==> src/include/sacc_pkg.sv <==
// constants and types for the converter mode and output-coding control block
`default_nettype none
package sacc_pkg;
   localparam int unsigned CLK_KHZ = 40000;
   localparam int unsigned RATE_FAST_KSPS = 750;
   localparam int unsigned RATE_NORMAL_KSPS = 600;
   localparam int unsigned RATE_LOWP_KSPS = 500;
   // least spacing between starts, rounded up to whole cycles
   localparam int unsigned SPACE_FAST = (CLK_KHZ + RATE_FAST_KSPS - 1) / RATE_FAST_KSPS;
   localparam int unsigned SPACE_NORMAL = (CLK_KHZ + RATE_NORMAL_KSPS - 1) / RATE_NORMAL_KSPS;
   localparam int unsigned SPACE_LOWP = (CLK_KHZ + RATE_LOWP_KSPS - 1) / RATE_LOWP_KSPS;
   localparam int unsigned IDLE_GAP_MS = 1;
   localparam int unsigned IDLE_GAP_CYCLES = IDLE_GAP_MS * CLK_KHZ;
   localparam int unsigned CONV_CYCLES_DEF = 40;
   localparam int unsigned SPACE_W = 8;

   localparam int unsigned ADDR_W = 4;
   localparam logic [3:0] ADDR_CONFIG = 4'h0;
   localparam logic [3:0] ADDR_STATUS = 4'h4;
   localparam logic [3:0] ADDR_RESULT = 4'h8;
   localparam int unsigned CFG_W = 6;
   localparam int unsigned CFG_OVR_BIT = 0;
   localparam int unsigned CFG_BINARY_BIT = 1;
   localparam int unsigned CFG_SIGNED_BIT = 2;
   localparam int unsigned CFG_WIDE_BIT = 3;
   localparam int unsigned CFG_FAST_BIT = 4;
   localparam int unsigned CFG_LOWP_BIT = 5;
   localparam logic [5:0] CFG_RESET = 6'h00;
   localparam int unsigned ST_BUSY_BIT = 0;
   localparam int unsigned ST_MODE_LSB = 1;
   localparam int unsigned ST_STALE_BIT = 4;
   localparam int unsigned ST_BINARY_BIT = 5;
   localparam int unsigned ST_SIGNED_BIT = 6;
   localparam int unsigned ST_WIDE_BIT = 7;
   localparam int unsigned ST_PWRDN_BIT = 8;

   localparam logic [15:0] SB_MAX = 16'hFFFF;
   localparam logic [15:0] SB_MIN = 16'h0000;
   localparam logic [15:0] TC_MAX = 16'h7FFF;
   localparam logic [15:0] TC_MIN = 16'h8000;
   localparam logic [15:0] MSB_FLIP = 16'h8000;

   typedef enum logic [2:0] {
      MODE_NORMAL = 3'b001,
      MODE_FAST = 3'b010,
      MODE_LOWP = 3'b100
   } sacc_mode_type;

   typedef enum logic [1:0] {
      S_IDLE = 2'b01,
      S_CONV = 2'b10
   } sacc_state_type;

   typedef struct packed {
      logic fast;
      logic lowPower;
      logic binary;
      logic signedRange;
      logic wideRange;
   } sacc_cfg_type;

   typedef struct packed {
      logic fastModeSelect;
      logic lowPowerModeSelect;
      logic outputCodingSelect;
      logic signedRangeSelect;
      logic wideRangeSelect;
      logic refPowerdown;
      logic refBufferPowerdown;
      logic convertStartN;
   } sacc_pins_type;

   typedef struct packed {
      logic bandgapEn;
      logic refBufEn;
      logic tempSensorEn;
   } sacc_ref_type;
endpackage : sacc_pkg
`default_nettype wire

==> src/rtl/sacc_top.sv <==
// mode decode, conversion sequencing and output coding of the sample converter
//
// The implementer's own choices: the placing of the registers and the strobed register port.
`default_nettype none
module sacc_top #(
   parameter int unsigned CONV_CYCLES = sacc_pkg::CONV_CYCLES_DEF,
   parameter int unsigned GAP_CYCLES = sacc_pkg::IDLE_GAP_CYCLES
) (
   input wire logic clk_sys,
   input wire logic nrst,
   input wire sacc_pkg::sacc_pins_type pinsIn,
   input wire logic [15:0] sarCode,
   input wire logic overHigh,
   input wire logic overLow,
   input wire logic [sacc_pkg::ADDR_W-1:0] regAddr,
   input wire logic [31:0] regWdata,
   input wire logic regWr,
   input wire logic regRd,
   output logic [31:0] regRdata,
   output logic busy,
   output logic [15:0] resultCode,
   output logic resultValid,
   output logic resultStale,
   output sacc_pkg::sacc_mode_type activeMode,
   output logic rangeSigned,
   output logic rangeWide,
   output logic convPowerDown,
   output sacc_pkg::sacc_ref_type refEnables
);
   import sacc_pkg::*;
   localparam int unsigned GAP_W = $clog2(GAP_CYCLES + 1);
   localparam int unsigned CONV_W = $clog2(CONV_CYCLES + 1);

   logic [7:0] syncA_r;
   logic [7:0] syncB_r;
   sacc_pins_type pins;
   logic convNPrev_r;
   logic [CFG_W-1:0] cfgReg_r;
   sacc_cfg_type cfgSel;
   sacc_cfg_type activeCfg_r;
   sacc_state_type state_r;
   logic [CONV_W-1:0] convCnt_r;
   logic [SPACE_W-1:0] spaceCnt_r;
   logic [GAP_W-1:0] gapCnt_r;
   logic staleNext_r;
   logic startTaken;
   logic convDone;
   sacc_mode_type selMode;

   function automatic sacc_mode_type decodeMode(input logic fast, input logic lowPower);
      unique case ({fast, lowPower})
         2'b10: decodeMode = MODE_FAST;
         2'b01: decodeMode = MODE_LOWP;
         2'b00, 2'b11: decodeMode = MODE_NORMAL;
      endcase
   endfunction : decodeMode

   function automatic logic [SPACE_W-1:0] spacingFor(input sacc_mode_type m);
      unique case (m)
         MODE_FAST: spacingFor = SPACE_W'(SPACE_FAST);
         MODE_LOWP: spacingFor = SPACE_W'(SPACE_LOWP);
         default: spacingFor = SPACE_W'(SPACE_NORMAL);
      endcase
   endfunction : spacingFor

   // select pins are static straps from the host and the start pin is a strobe; all are asynchronous to clk_sys
   for (genvar i = 0; i < 8; i++) begin : g_sync
      always_ff @(posedge clk_sys or negedge nrst) begin
         if (!nrst) begin
            syncA_r[i] <= 1'b1;
            syncB_r[i] <= 1'b1;
         end else begin
            syncA_r[i] <= pinsIn[i];
            syncB_r[i] <= syncA_r[i];
         end
      end
   end
   assign pins = sacc_pins_type'(syncB_r);

   always_ff @(posedge clk_sys or negedge nrst) begin
      if (!nrst) begin
         convNPrev_r <= 1'b1;
      end else begin
         convNPrev_r <= pins.convertStartN;
      end
   end

   // software override wins; the select pins are then don't-cares
   always_comb begin
      if (cfgReg_r[CFG_OVR_BIT]) begin
         cfgSel.fast = cfgReg_r[CFG_FAST_BIT];
         cfgSel.lowPower = cfgReg_r[CFG_LOWP_BIT];
         cfgSel.binary = cfgReg_r[CFG_BINARY_BIT];
         cfgSel.signedRange = cfgReg_r[CFG_SIGNED_BIT];
         cfgSel.wideRange = cfgReg_r[CFG_WIDE_BIT];
      end else begin
         cfgSel.fast = pins.fastModeSelect;
         cfgSel.lowPower = pins.lowPowerModeSelect;
         cfgSel.binary = pins.outputCodingSelect;
         cfgSel.signedRange = pins.signedRangeSelect;
         cfgSel.wideRange = pins.wideRangeSelect;
      end
   end
   assign selMode = decodeMode(cfgSel.fast, cfgSel.lowPower);

   // starts arriving before the mode's least spacing are dropped, not queued
   assign startTaken = convNPrev_r && !pins.convertStartN && state_r == S_IDLE
      && spaceCnt_r == '0;
   assign convDone = state_r == S_CONV && convCnt_r == '0;

   always_ff @(posedge clk_sys or negedge nrst) begin
      if (!nrst) begin
         state_r <= S_IDLE;
         convCnt_r <= '0;
      end else if (startTaken) begin
         state_r <= S_CONV;
         convCnt_r <= CONV_W'(CONV_CYCLES - 1);
      end else if (convDone) begin
         state_r <= S_IDLE;
      end else if (state_r == S_CONV) begin
         convCnt_r <= convCnt_r - 1'b1;
      end
   end

   // configuration latches at each sample, so a change needs no reset
   always_ff @(posedge clk_sys or negedge nrst) begin
      if (!nrst) begin
         activeCfg_r <= '0;
      end else if (startTaken) begin
         activeCfg_r <= cfgSel;
      end
   end

   always_ff @(posedge clk_sys or negedge nrst) begin
      if (!nrst) begin
         spaceCnt_r <= '0;
      end else if (startTaken) begin
         spaceCnt_r <= spacingFor(selMode) - 1'b1;
      end else if (spaceCnt_r != '0) begin
         spaceCnt_r <= spaceCnt_r - 1'b1;
      end
   end

   // background calibration drifts when idle; counter starts at zero after reset
   always_ff @(posedge clk_sys or negedge nrst) begin
      if (!nrst) begin
         gapCnt_r <= '0;
         staleNext_r <= 1'b0;
      end else if (startTaken) begin
         gapCnt_r <= '0;
         staleNext_r <= selMode == MODE_FAST && gapCnt_r >= GAP_W'(GAP_CYCLES);
      end else if (gapCnt_r < GAP_W'(GAP_CYCLES)) begin
         gapCnt_r <= gapCnt_r + 1'b1;
      end
   end

   always_ff @(posedge clk_sys or negedge nrst) begin
      if (!nrst) begin
         resultCode <= SB_MIN;
         resultValid <= 1'b0;
         resultStale <= 1'b0;
      end else begin
         resultValid <= convDone;
         if (convDone) begin
            resultStale <= staleNext_r;
            if (overHigh) begin
               resultCode <= activeCfg_r.binary ? SB_MAX : TC_MAX;
            end else if (overLow) begin
               resultCode <= activeCfg_r.binary ? SB_MIN : TC_MIN;
            end else begin
               resultCode <= activeCfg_r.binary ? sarCode : sarCode ^ MSB_FLIP;
            end
         end
      end
   end

   always_ff @(posedge clk_sys or negedge nrst) begin
      if (!nrst) begin
         convPowerDown <= 1'b0;
      end else if (startTaken) begin
         convPowerDown <= 1'b0;
      end else if (convDone && activeMode == MODE_LOWP) begin
         convPowerDown <= 1'b1;
      end
   end

   always_ff @(posedge clk_sys or negedge nrst) begin
      if (!nrst) begin
         refEnables <= '0;
      end else begin
         refEnables.bandgapEn <= !pins.refPowerdown;
         refEnables.tempSensorEn <= !pins.refPowerdown;
         refEnables.refBufEn <= !pins.refBufferPowerdown;
      end
   end

   assign busy = state_r == S_CONV;
   assign activeMode = decodeMode(activeCfg_r.fast, activeCfg_r.lowPower);
   assign rangeSigned = activeCfg_r.signedRange;
   assign rangeWide = activeCfg_r.wideRange;

   always_ff @(posedge clk_sys or negedge nrst) begin
      if (!nrst) begin
         cfgReg_r <= CFG_RESET;
      end else if (regWr && regAddr == ADDR_CONFIG) begin
         cfgReg_r <= regWdata[CFG_W-1:0];
      end
   end

   // read data stands for one cycle only; unmapped addresses read zero
   always_ff @(posedge clk_sys or negedge nrst) begin
      if (!nrst) begin
         regRdata <= '0;
      end else begin
         regRdata <= '0;
         if (regRd) begin
            unique case (regAddr)
               ADDR_CONFIG: regRdata <= {26'h0, cfgReg_r};
               ADDR_STATUS: begin
                  regRdata[ST_BUSY_BIT] <= busy;
                  regRdata[ST_MODE_LSB +: 3] <= activeMode;
                  regRdata[ST_STALE_BIT] <= resultStale;
                  regRdata[ST_BINARY_BIT] <= activeCfg_r.binary;
                  regRdata[ST_SIGNED_BIT] <= activeCfg_r.signedRange;
                  regRdata[ST_WIDE_BIT] <= activeCfg_r.wideRange;
                  regRdata[ST_PWRDN_BIT] <= convPowerDown;
               end
               ADDR_RESULT: regRdata <= {16'h0, resultCode};
               default: regRdata <= '0;
            endcase
         end
      end
   end
   // helper: start-to-start distance, the taken edge counted as cycle one
   logic [SPACE_W-1:0] sinceStart_r;
   logic [SPACE_W-1:0] lastSpace_r;
   always_ff @(posedge clk_sys or negedge nrst) begin
      if (!nrst) begin
         sinceStart_r <= '1;
         lastSpace_r <= '0;
      end else if (startTaken) begin
         sinceStart_r <= SPACE_W'(1);
         lastSpace_r <= spacingFor(selMode);
      end else if (sinceStart_r != '1) begin
         sinceStart_r <= sinceStart_r + 1'b1;
      end
   end
endmodule : sacc_top
`default_nettype wire

==> config.mk <==
export PLATFORM = sky130hd
export DESIGN_NAME = sacc_top
export DESIGN_NICKNAME = d
export VERILOG_FILES = /design/src/include/sacc_pkg.sv /design/src/rtl/sacc_top.sv
export SDC_FILE = /design/constraint.sdc
export NUM_CORES = 1
export LEC_CHECK = 0
export BUFFER_PORTS_ARGS = -buffer_cell sky130_fd_sc_hd__buf_4
export CAP_MARGIN = 20
export CORE_ASPECT_RATIO = 1.75
export CORE_MARGIN = 2
export CORE_UTILIZATION = 56
export CTS_BUF_LIST = sky130_fd_sc_hd__clkbuf_16
export DETAILED_ROUTE_END_ITERATION = 12
export GPL_ROUTABILITY_DRIVEN = 0
export MAX_ROUTING_LAYER = met4
export PLACE_DENSITY = 0.85
export RECOVER_POWER = 100
export SLEW_MARGIN = 20
export SYNTH_ARGS = -nofsm -noshare
export SYNTH_HDL_FRONTEND = slang
export SYNTH_SLANG_ARGS = --single-unit
==> constraint.sdc <==
create_clock -name clk_sys -period 7 [get_ports clk_sys]
set_clock_uncertainty 0.2 [all_clocks]
set_input_delay 0 -clock clk_sys [delete_from_list [all_inputs] [get_ports clk_sys]]
set_output_delay 0 -clock clk_sys [all_outputs]
set_load 0.01 [all_outputs]
* After elaboration in Yosys (flattened, before gate mapping)
Cells that the tools add are included.
Cells by class: equality and inequality tests 14, $add $sub $neg 4, bitwise operators 1, mux-type cells 24, reductions and logical operators 24, $lt $le $gt $ge 2
Operators by type and width (number):
- 16-bit 2-to-1 mux | 8
- 9-bit one-hot mux with 3 select lines | 1
- 8-bit 2-to-1 mux | 3
- 6-bit 2-to-1 mux | 3
- 3-bit one-hot mux with 3 select lines | 2
- 16-bit by 1-bit adder with 16-bit output, second input constant | 1
- 16-bit >= comparator, second input constant | 1
- 16-bit < comparator, second input constant | 1
- 8-bit by 1-bit subtractor with 8-bit output, second input constant | 2
- 7-bit one-hot mux with 2 select lines | 1
- 2-bit == test, second input constant | 5
- 2-bit nonzero test | 5
- 8-bit zero test | 1
- 8-bit nonzero test | 1
- 1-bit logical AND | 7
- 7-bit 2-to-1 mux | 1
- 2-bit by 1-bit == test with 1-bit output, second input constant | 3
- 3-bit == test, second input constant | 2
- 6-bit zero test | 1
- 6-bit by 1-bit subtractor with 6-bit output, second input constant | 1
- 5-bit 2-to-1 mux | 1
- 4-bit by 3-bit == test with 1-bit output, second input constant | 1
- 4-bit == test, second input constant | 1
- 2-bit zero test | 2
- other kinds (9) | 14
Word-level totals: word-level logic and storage cells 104, bits in registers 114

* Longest topological paths before layout
Gate-level depths: netlist of run 1.
depth after elaboration 9, mapped depth 11, gate-level depth less buffers 10

* Worst setup path before layout of run 1
No wires, ideal clock.
path kind register to register, from register syncB_r[0], in the netlist pins[0], to register spaceCnt_r[6], clock period less this slack 2685 ps, buffers on the path 1, data required time 6706 ps, cell stages (with the launch flop) 11, setup slack 4315 ps, data arrival time 2391 ps, cells stage by stage dfstp_2 > and4bb_2 > nand4_1 > clkbuf_1 > nor2_1 > nor2_1 > ha_1 > nor3b_1 > nand2_1 > xor2_1 > a211oi_1
Between the ends: longest elaborated chain between the ends 5, elaborated cells on any way between the ends 6
Ends and longest elaborated chain:
- start, declared | RTL line sacc_top.sv:35 | logic [7:0] syncB_r;
- start signal, assigned by index | RTL line sacc_top.sv:74 | syncB_r[i] <= syncA_r[i];
- 1-bit zero test (*) | RTL line sacc_top.sv:107 | assign startTaken = convNPrev_r && !pins.convertStartN && state_r == S_IDLE
- 1-bit logical AND (*) (2 in series) | RTL line sacc_top.sv:107
- 1-bit logical AND (*) | RTL line sacc_top.sv:108 | && spaceCnt_r == '0;
- 8-bit 2-to-1 mux / 2-bit nonzero test (equally long branches)
- end signal, assigned | RTL line sacc_top.sv:138 | spaceCnt_r <= spacingFor(selMode) - 1'b1;
- end signal, assigned | RTL line sacc_top.sv:140 | spaceCnt_r <= spaceCnt_r - 1'b1;
- end, declared | RTL line sacc_top.sv:43 | logic [SPACE_W-1:0] spaceCnt_r;
Every way passes the cells marked *; elsewhere a longest branch is shown, timed or not. A chain may end at the register's enable or synchronous reset.

==> results of run 1 <==
## how the worst max path moves through the flow
stage,to,depth (start not counted)
6_report,activeCfg_r[2]$_DFFE_PN0N_,3
5_1_grt,convPowerDown$_DFFE_PN0P_,3
4_1_cts,spaceCnt_r[4]$_DFFE_PN0P_,8
3_5_place_dp,spaceCnt_r[4]$_DFFE_PN0P_,8
3_3_place_gp,spaceCnt_r[6]$_DFFE_PN0P_,8
2_1_floorplan,spaceCnt_r[6]$_DFFE_PN0P_,10
## stage by stage
step	total power, W	instances	area [um^2]
after detailed placement	0.000702	583	5090
final	0.00119	652	5710
after CTS	0.00119	652	5920
after floorplan	0.000664	441	4530
after global placement	0.000699	583	5090
after global routing	0.00124	652	5710
## worst max-delay path, delay by kind of cell
kind	cells	cell delay, ns
buffers and inverters	3	3.47
## flip-flops by register name, summed over array words and instances (netlist names), 2 cells and up
signal and flops:
activeCfg_r 3, cfgReg_r 6, convCnt_r 6, gapCnt_r 16, pins 8, refEnables 2, regRdata 16, resultCode 16
spaceCnt_r 8, state_r 2, syncA_r 8
## cell usage in the layout (no fill, tap or decap), types with 2 or more instances in the layout
cell	netlist	final
nand4_1	3	3
nor3b_1	3	3
nand2_1	26	26
nor2b_1	2	2
buf_4	17	29
mux2_2	7	7
clkbuf_1	12	50
a21oi_1	52	53
nor2_1	51	51
or4_1	5	5
conb_1	1	16
or2_0	2	2
ha_1	9	9
a211oi_1	5	5
xnor2_1	5	5
nor3_1	4	5
mux2i_1	14	14
or3_1	5	5
a22oi_1	3	3
and2_0	1	7
inv_1	19	22
dfrtp_1	80	80
o21ai_0	14	15
a31oi_1	2	2
clkbuf_4	0	8
nand2b_1	5	5
o211ai_1	3	3
and3_1	3	3
xor2_1	4	4
nand3_1	7	7
dlygate4sd3_1	0	52
o31ai_1	4	4
clkbuf_16	0	9
dfstp_2	18	18
a41oi_1	2	2
clkinv_2	0	2
## per-layer routing
metal  part of all wire  global-route usage
met1               0.36               0.300
met5                  0                   -
met3              0.051              0.0608
met4              0.046               0.153
met2               0.55               0.541
## kinds of logic (layout without fill, tap and decap cells)
family                   after synthesis  after routing  share of synthesized area
other                                  1             16                   0.000837
buffers and inverters                 53            174                     0.0601
flip-flops                            98             98                      0.553
AO/OA/AOI/OAI                         96             96                      0.127
multiplexers                          22             22                     0.0514
XOR/XNOR                               9              9                     0.0176
AND/OR/NAND/NOR                      138            138                      0.165
adder cells (fa/ha/maj)                9              9                     0.0251
## synth_stat cells (5+ instances only)
cell,number
buf_4,17
dfrtp_1,80
xnor2_1,5
o21ai_0,14
nand2b_1,5
a211oi_1,5
mux2i_1,14
nor2_1,51
nand2_1,26
dfstp_2,18
and2_1,7
inv_1,19
clkbuf_1,12
mux2_2,7
a21oi_1,52
ha_1,9
or3_1,5
nand3_1,7
or4_1,5
buf_2,5
## power breakdown
part / internal (W) / leakage [nW] / switching (W) / total [W]
logic: 0.0000600 / 1.23 / 0.0000626 / 0.000123
clock network: 0.000271 / 0.150 / 0.000201 / 0.000472
registers: 0.000586 / 1.19 / 0.0000120 / 0.000598
total: 0.000916 / 2.57 / 0.000276 / 0.00119
## area by class of cell
cell class	count	area, um^2
inverters	19	71.3
well taps	90	113
multi-input cells	290	1780
fillers	529	2150
clock buffers	9	225
repair buffers	139	986
clock inverters	7	55.1
flip-flops and latches	98	2470
## what timing repair did
action / CTS / global route
setup endpoints to repair: 0 / 0
hold buffers: 53 / 0
hold endpoints to repair: 82 / 0
==> run metrics, run 1 <==
drt first-iter violations=373; Ys Warns=0; most used cell, CP=clkbuf_1; CTS tree=done; vias per std cell=5.75; htree depth=3; slew margin rel.=-1.14; Peak VDD IR=147 uV; CP required=6.53 ns; DRC viols=0; Synth top area share=0.447; FF-to-FF End=spaceCnt_r[6]$_DFFE_PN0P_; final critical-path required period=3.99 ns; Port Buffers=83; post_cts resized=0; R2R Path Start=spaceCnt_r[2]$_DFFE_PN0P_; Synth Register Bits=98; Cell variety after synth=59; Fmax achieved=251 MHz; Starting Density=0.570; I/O pin cnt=126; ys flop type=dfrtp_1; Post-synth EDFFs=0; hpwl dp=6900 um; die area=8760 um^2; WHS=0.0612 ns; endpoint class of the critical path=async pin; CTS buffer count=9; CP arrival=3.52 ns; leakage power=2.57 nW; core area=7860 um^2; Pwr per Cell Area=209 nW/um^2; area growth from synthesis to layout=27.4%; Synth Instances=426; Global Route Usage Sum=0.300; Antenna Cells=0; Die X-Extent=71.6 um; Worst Hold Class=input port to register; max-cap violation count=2; sequential fraction of the synthesis area=0.553; Worst R2R Path Depth=8; DRT Pass-1 Iters=5; Final Cycle Share=0.569; number of setup buffers added after CTS=0; largest net degree at the start of global routing=63; Final Worst Setup Slack=3.01 ns; hold depth=4; Syn Area/Cell=10.5 um^2; R2R setup slack=3.73 ns; CP Cell Sequence=dlygate4sd3_1, clkbuf_1, clkbuf_1; vias in the first global route=3,829; WHS Endpoint=regRdata[11]$_DFF_PN0_; CTS max path bufs=2; CP max FO=62; CP peak stage delay=2.32 ns; Worst Tran Pin Value=3.21 ns; Core Rows=43; top post-synthesis cells by area=dfrtp_1 45%, dfstp_2 11%, a21oi_1 5.8%; DR vias=3,748; GRT overflow=0; post-route ant nets=0; Final Routed Wirelength=12,200 um; DP Worst Slack=4.01 ns; outcome=complete, but fails checks; synthesized area=4480 um^2; proportion of layout cells with a drive suffix above 1=0.153; CP Launch Type=input port; final setup vio count=0; crit path from=nrst; max-slew violation count=101; global-route wire length before repair=19,100 um; RSZ-0062 raised after global routing=false; Die Y=122 um; kind of critical path=input port to async pin; clk sinks=98; CTS Root Cell=clkbuf_16; fraction of registers with async set/reset=1.00; worst-skew pair later-pin latency=0.34 ns; Nets=632; final hold violations=0; failing checks=max-capacitance violations, max-slew violations; CTS clock-pin slew for the worst setup and hold paths=0.07 ns; WL per Instance=18.7 um; Min-Delay Startpoint=regAddr[1]; setup_tns=0 ns; crit path max-delay cell type=clkbuf_1; antenna violations before repair=0; largest area contributor in the netlist=dfrtp_1; fin util=0.727
(Power assumes the default switching activity.)
==> inputs of run 2 (changes only) <==
CORE_UTILIZATION = 47   (was 56)
PLACE_DENSITY = 0.76   (was 0.85)
clock period = 3.45 ns   (was 7 ns; I/O delays follow)
==> run 2 against run 1 <==
Net effect:
- the run still ends with max-capacitance violations, max-slew violations left
- die area up 18%
- combinational power up 96%
- cell area grew 1.4%
- critical path depth increased by 5
- sequential power is 100% higher
- power increased by 110%
- non-clock buffer count increased by 3
- worst hold slack gained 0.0062 ns
- sequential share of layout area down 0.59 points
- via count fell by 3.7%
- largest power group unchanged
==> run metrics, run 2 (synthesis gave the netlist of run 1 again) <==
outcome=complete, but fails checks; failing checks=max-capacitance violations, max-slew violations; max-cap violation count=1; Die Y=133 um; CP max FO=6; Min-Delay Startpoint=regAddr[0]; GRT overflow=0; hpwl dp=7040 um; Starting Density=0.479; CTS buffer count=9; final setup vio count=0; Top Registers=gapCnt_r (16), regRdata (16), resultCode (16); RSZ-0062 raised after global routing=false; setup_tns=0 ns; Global Route Usage Sum=0.235; Nets=635; CP Cell Sequence=nor4_1, and4_1, a21oi_1, ha_1, nor3b_1, a31oi_1, nor2_1, a211oi_1; DRC viols=0; CP peak stage delay=0.78 ns; CTS clock-pin slew for the worst setup and hold paths=0.07 ns; most frequent cells in the layout=80 x dfrtp_1, 54 x dlygate4sd3_1, 53 x a21oi_1; CTS tree=done; final hold violations=0; Pwr per Cell Area=424 nW/um^2; CP arrival=2.91 ns; die area=10,400 um^2; Final Routed Wirelength=11,400 um; crit path max-delay cell type=nor4_1; CP Launch Type=register; CTS max path bufs=2; number of setup buffers added after CTS=0; leakage power=2.59 nW; vias per std cell=5.25; most common cell after layout, fill and taps aside=dfrtp_1; Finished Cell Area=5790 um^2; crit path from=spaceCnt_r[6]$_DFFE_PN0P_; WHS=0.0674 ns; Peak VDD IR=268 uV; worst-skew pair later-pin latency=0.34 ns; endpoint class of the critical path=register; kind of critical path=register to register; CTS Root Cell=clkbuf_16; CP required=3.50 ns; Die X-Extent=77.8 um; slew margin rel.=-0.0774; antenna violations before repair=0; htree depth=3; Port Buffers=83; DR vias=3,610; WL per Instance=16.6 um; final critical-path required period=2.85 ns; I/O pin cnt=126; Final Worst Setup Slack=0.595 ns; Worst Tran Pin Value=1.62 ns; R2R Path Start=spaceCnt_r[6]$_DFFE_PN0P_; Core Rows=47; global-route wire length before repair=18,600 um; Power Total=0.00245 W; Worst Hold Class=input port to register; Antenna Cells=0; post_cts resized=0; buffers and inverters on the worst path=0; DRT Pass-1 Iters=4; vias in the first global route=3,836; drt first-iter violations=207; clk sinks=98; proportion of layout cells with a drive suffix above 1=0.159; DP Worst Slack=0.637 ns; post-route ant nets=0; max-slew violation count=67; Area after DPL=5150 um^2; area growth from synthesis to layout=29.2%; Final Cycle Share=0.828; CP top delay family=simple AND/OR/NAND/NOR gates; Fmax achieved=350 MHz; core area=9350 um^2; largest net degree at the start of global routing=67
## run 2: stage by stage
step	util	instances
after global placement	0.551	617
after floorplan	-	441
final	0.619	687
after global routing	0.619	687
after CTS	0.641	687
after detailed placement	0.551	617
## run 2: metal layers
| layer | track usage | up-vias | wire [um] |
|---|---|---|---|
| met3 | 0.0379 | 33 | 469 |
| met2 | 0.424 | 118 | 6430 |
| met5 | - | - | 0 |
| li1 | - | 1715 | - |
| met1 | 0.243 | 1744 | 4130 |
| met4 | 0.113 | 0 | 361 |
## run 2: area by class of cell
type                    instances  area [um^2]
fillers                       762         3560
flip-flops and latches         98         2470
multi-input cells             290         1770
repair buffers                142         1010
clock buffers                  11          275
well taps                     122          153
inverters                      19         71.3
clock inverters                 5         31.3
## run 2: worst min-delay path: stages
cell,delay (ns)
buf_4,0.08
nor2_1,0.06
and3_1,0.25
and2_1,0.18
## run 2: path summary, 6_finish.rpt
path,end,slack (ns),cells after the start
worst max-delay path,spaceCnt_r[6]$_DFFE_PN0P_,0.60,8
worst min-delay path,regRdata[15]$_DFF_PN0_,0.07,4
worst max register to register,spaceCnt_r[6]$_DFFE_PN0P_,0.60,8
worst min register to register,pins[3]$_DFF_PN1_,0.16,0
max in group asynchronous,regRdata[9]$_DFF_PN0_,0.91,3
min in group asynchronous,regRdata[5]$_DFF_PN0_,0.41,2
## run 2: timing repair
| action | CTS | global route |
|---|---|---|
| endpoints found under the setup margin | 0 | 0 |
| hold buffers | 54 | 0 |
| endpoints found under the hold margin | 95 | 0 |
## run 2: where the power goes
group | total (W) | internal (W) | switching (W)
Sequential | 0.00121 | 0.00119 | 0.0000244
Combinational | 0.000241 | 0.000123 | 0.000118
Clock | 0.00100 | 0.000576 | 0.000425
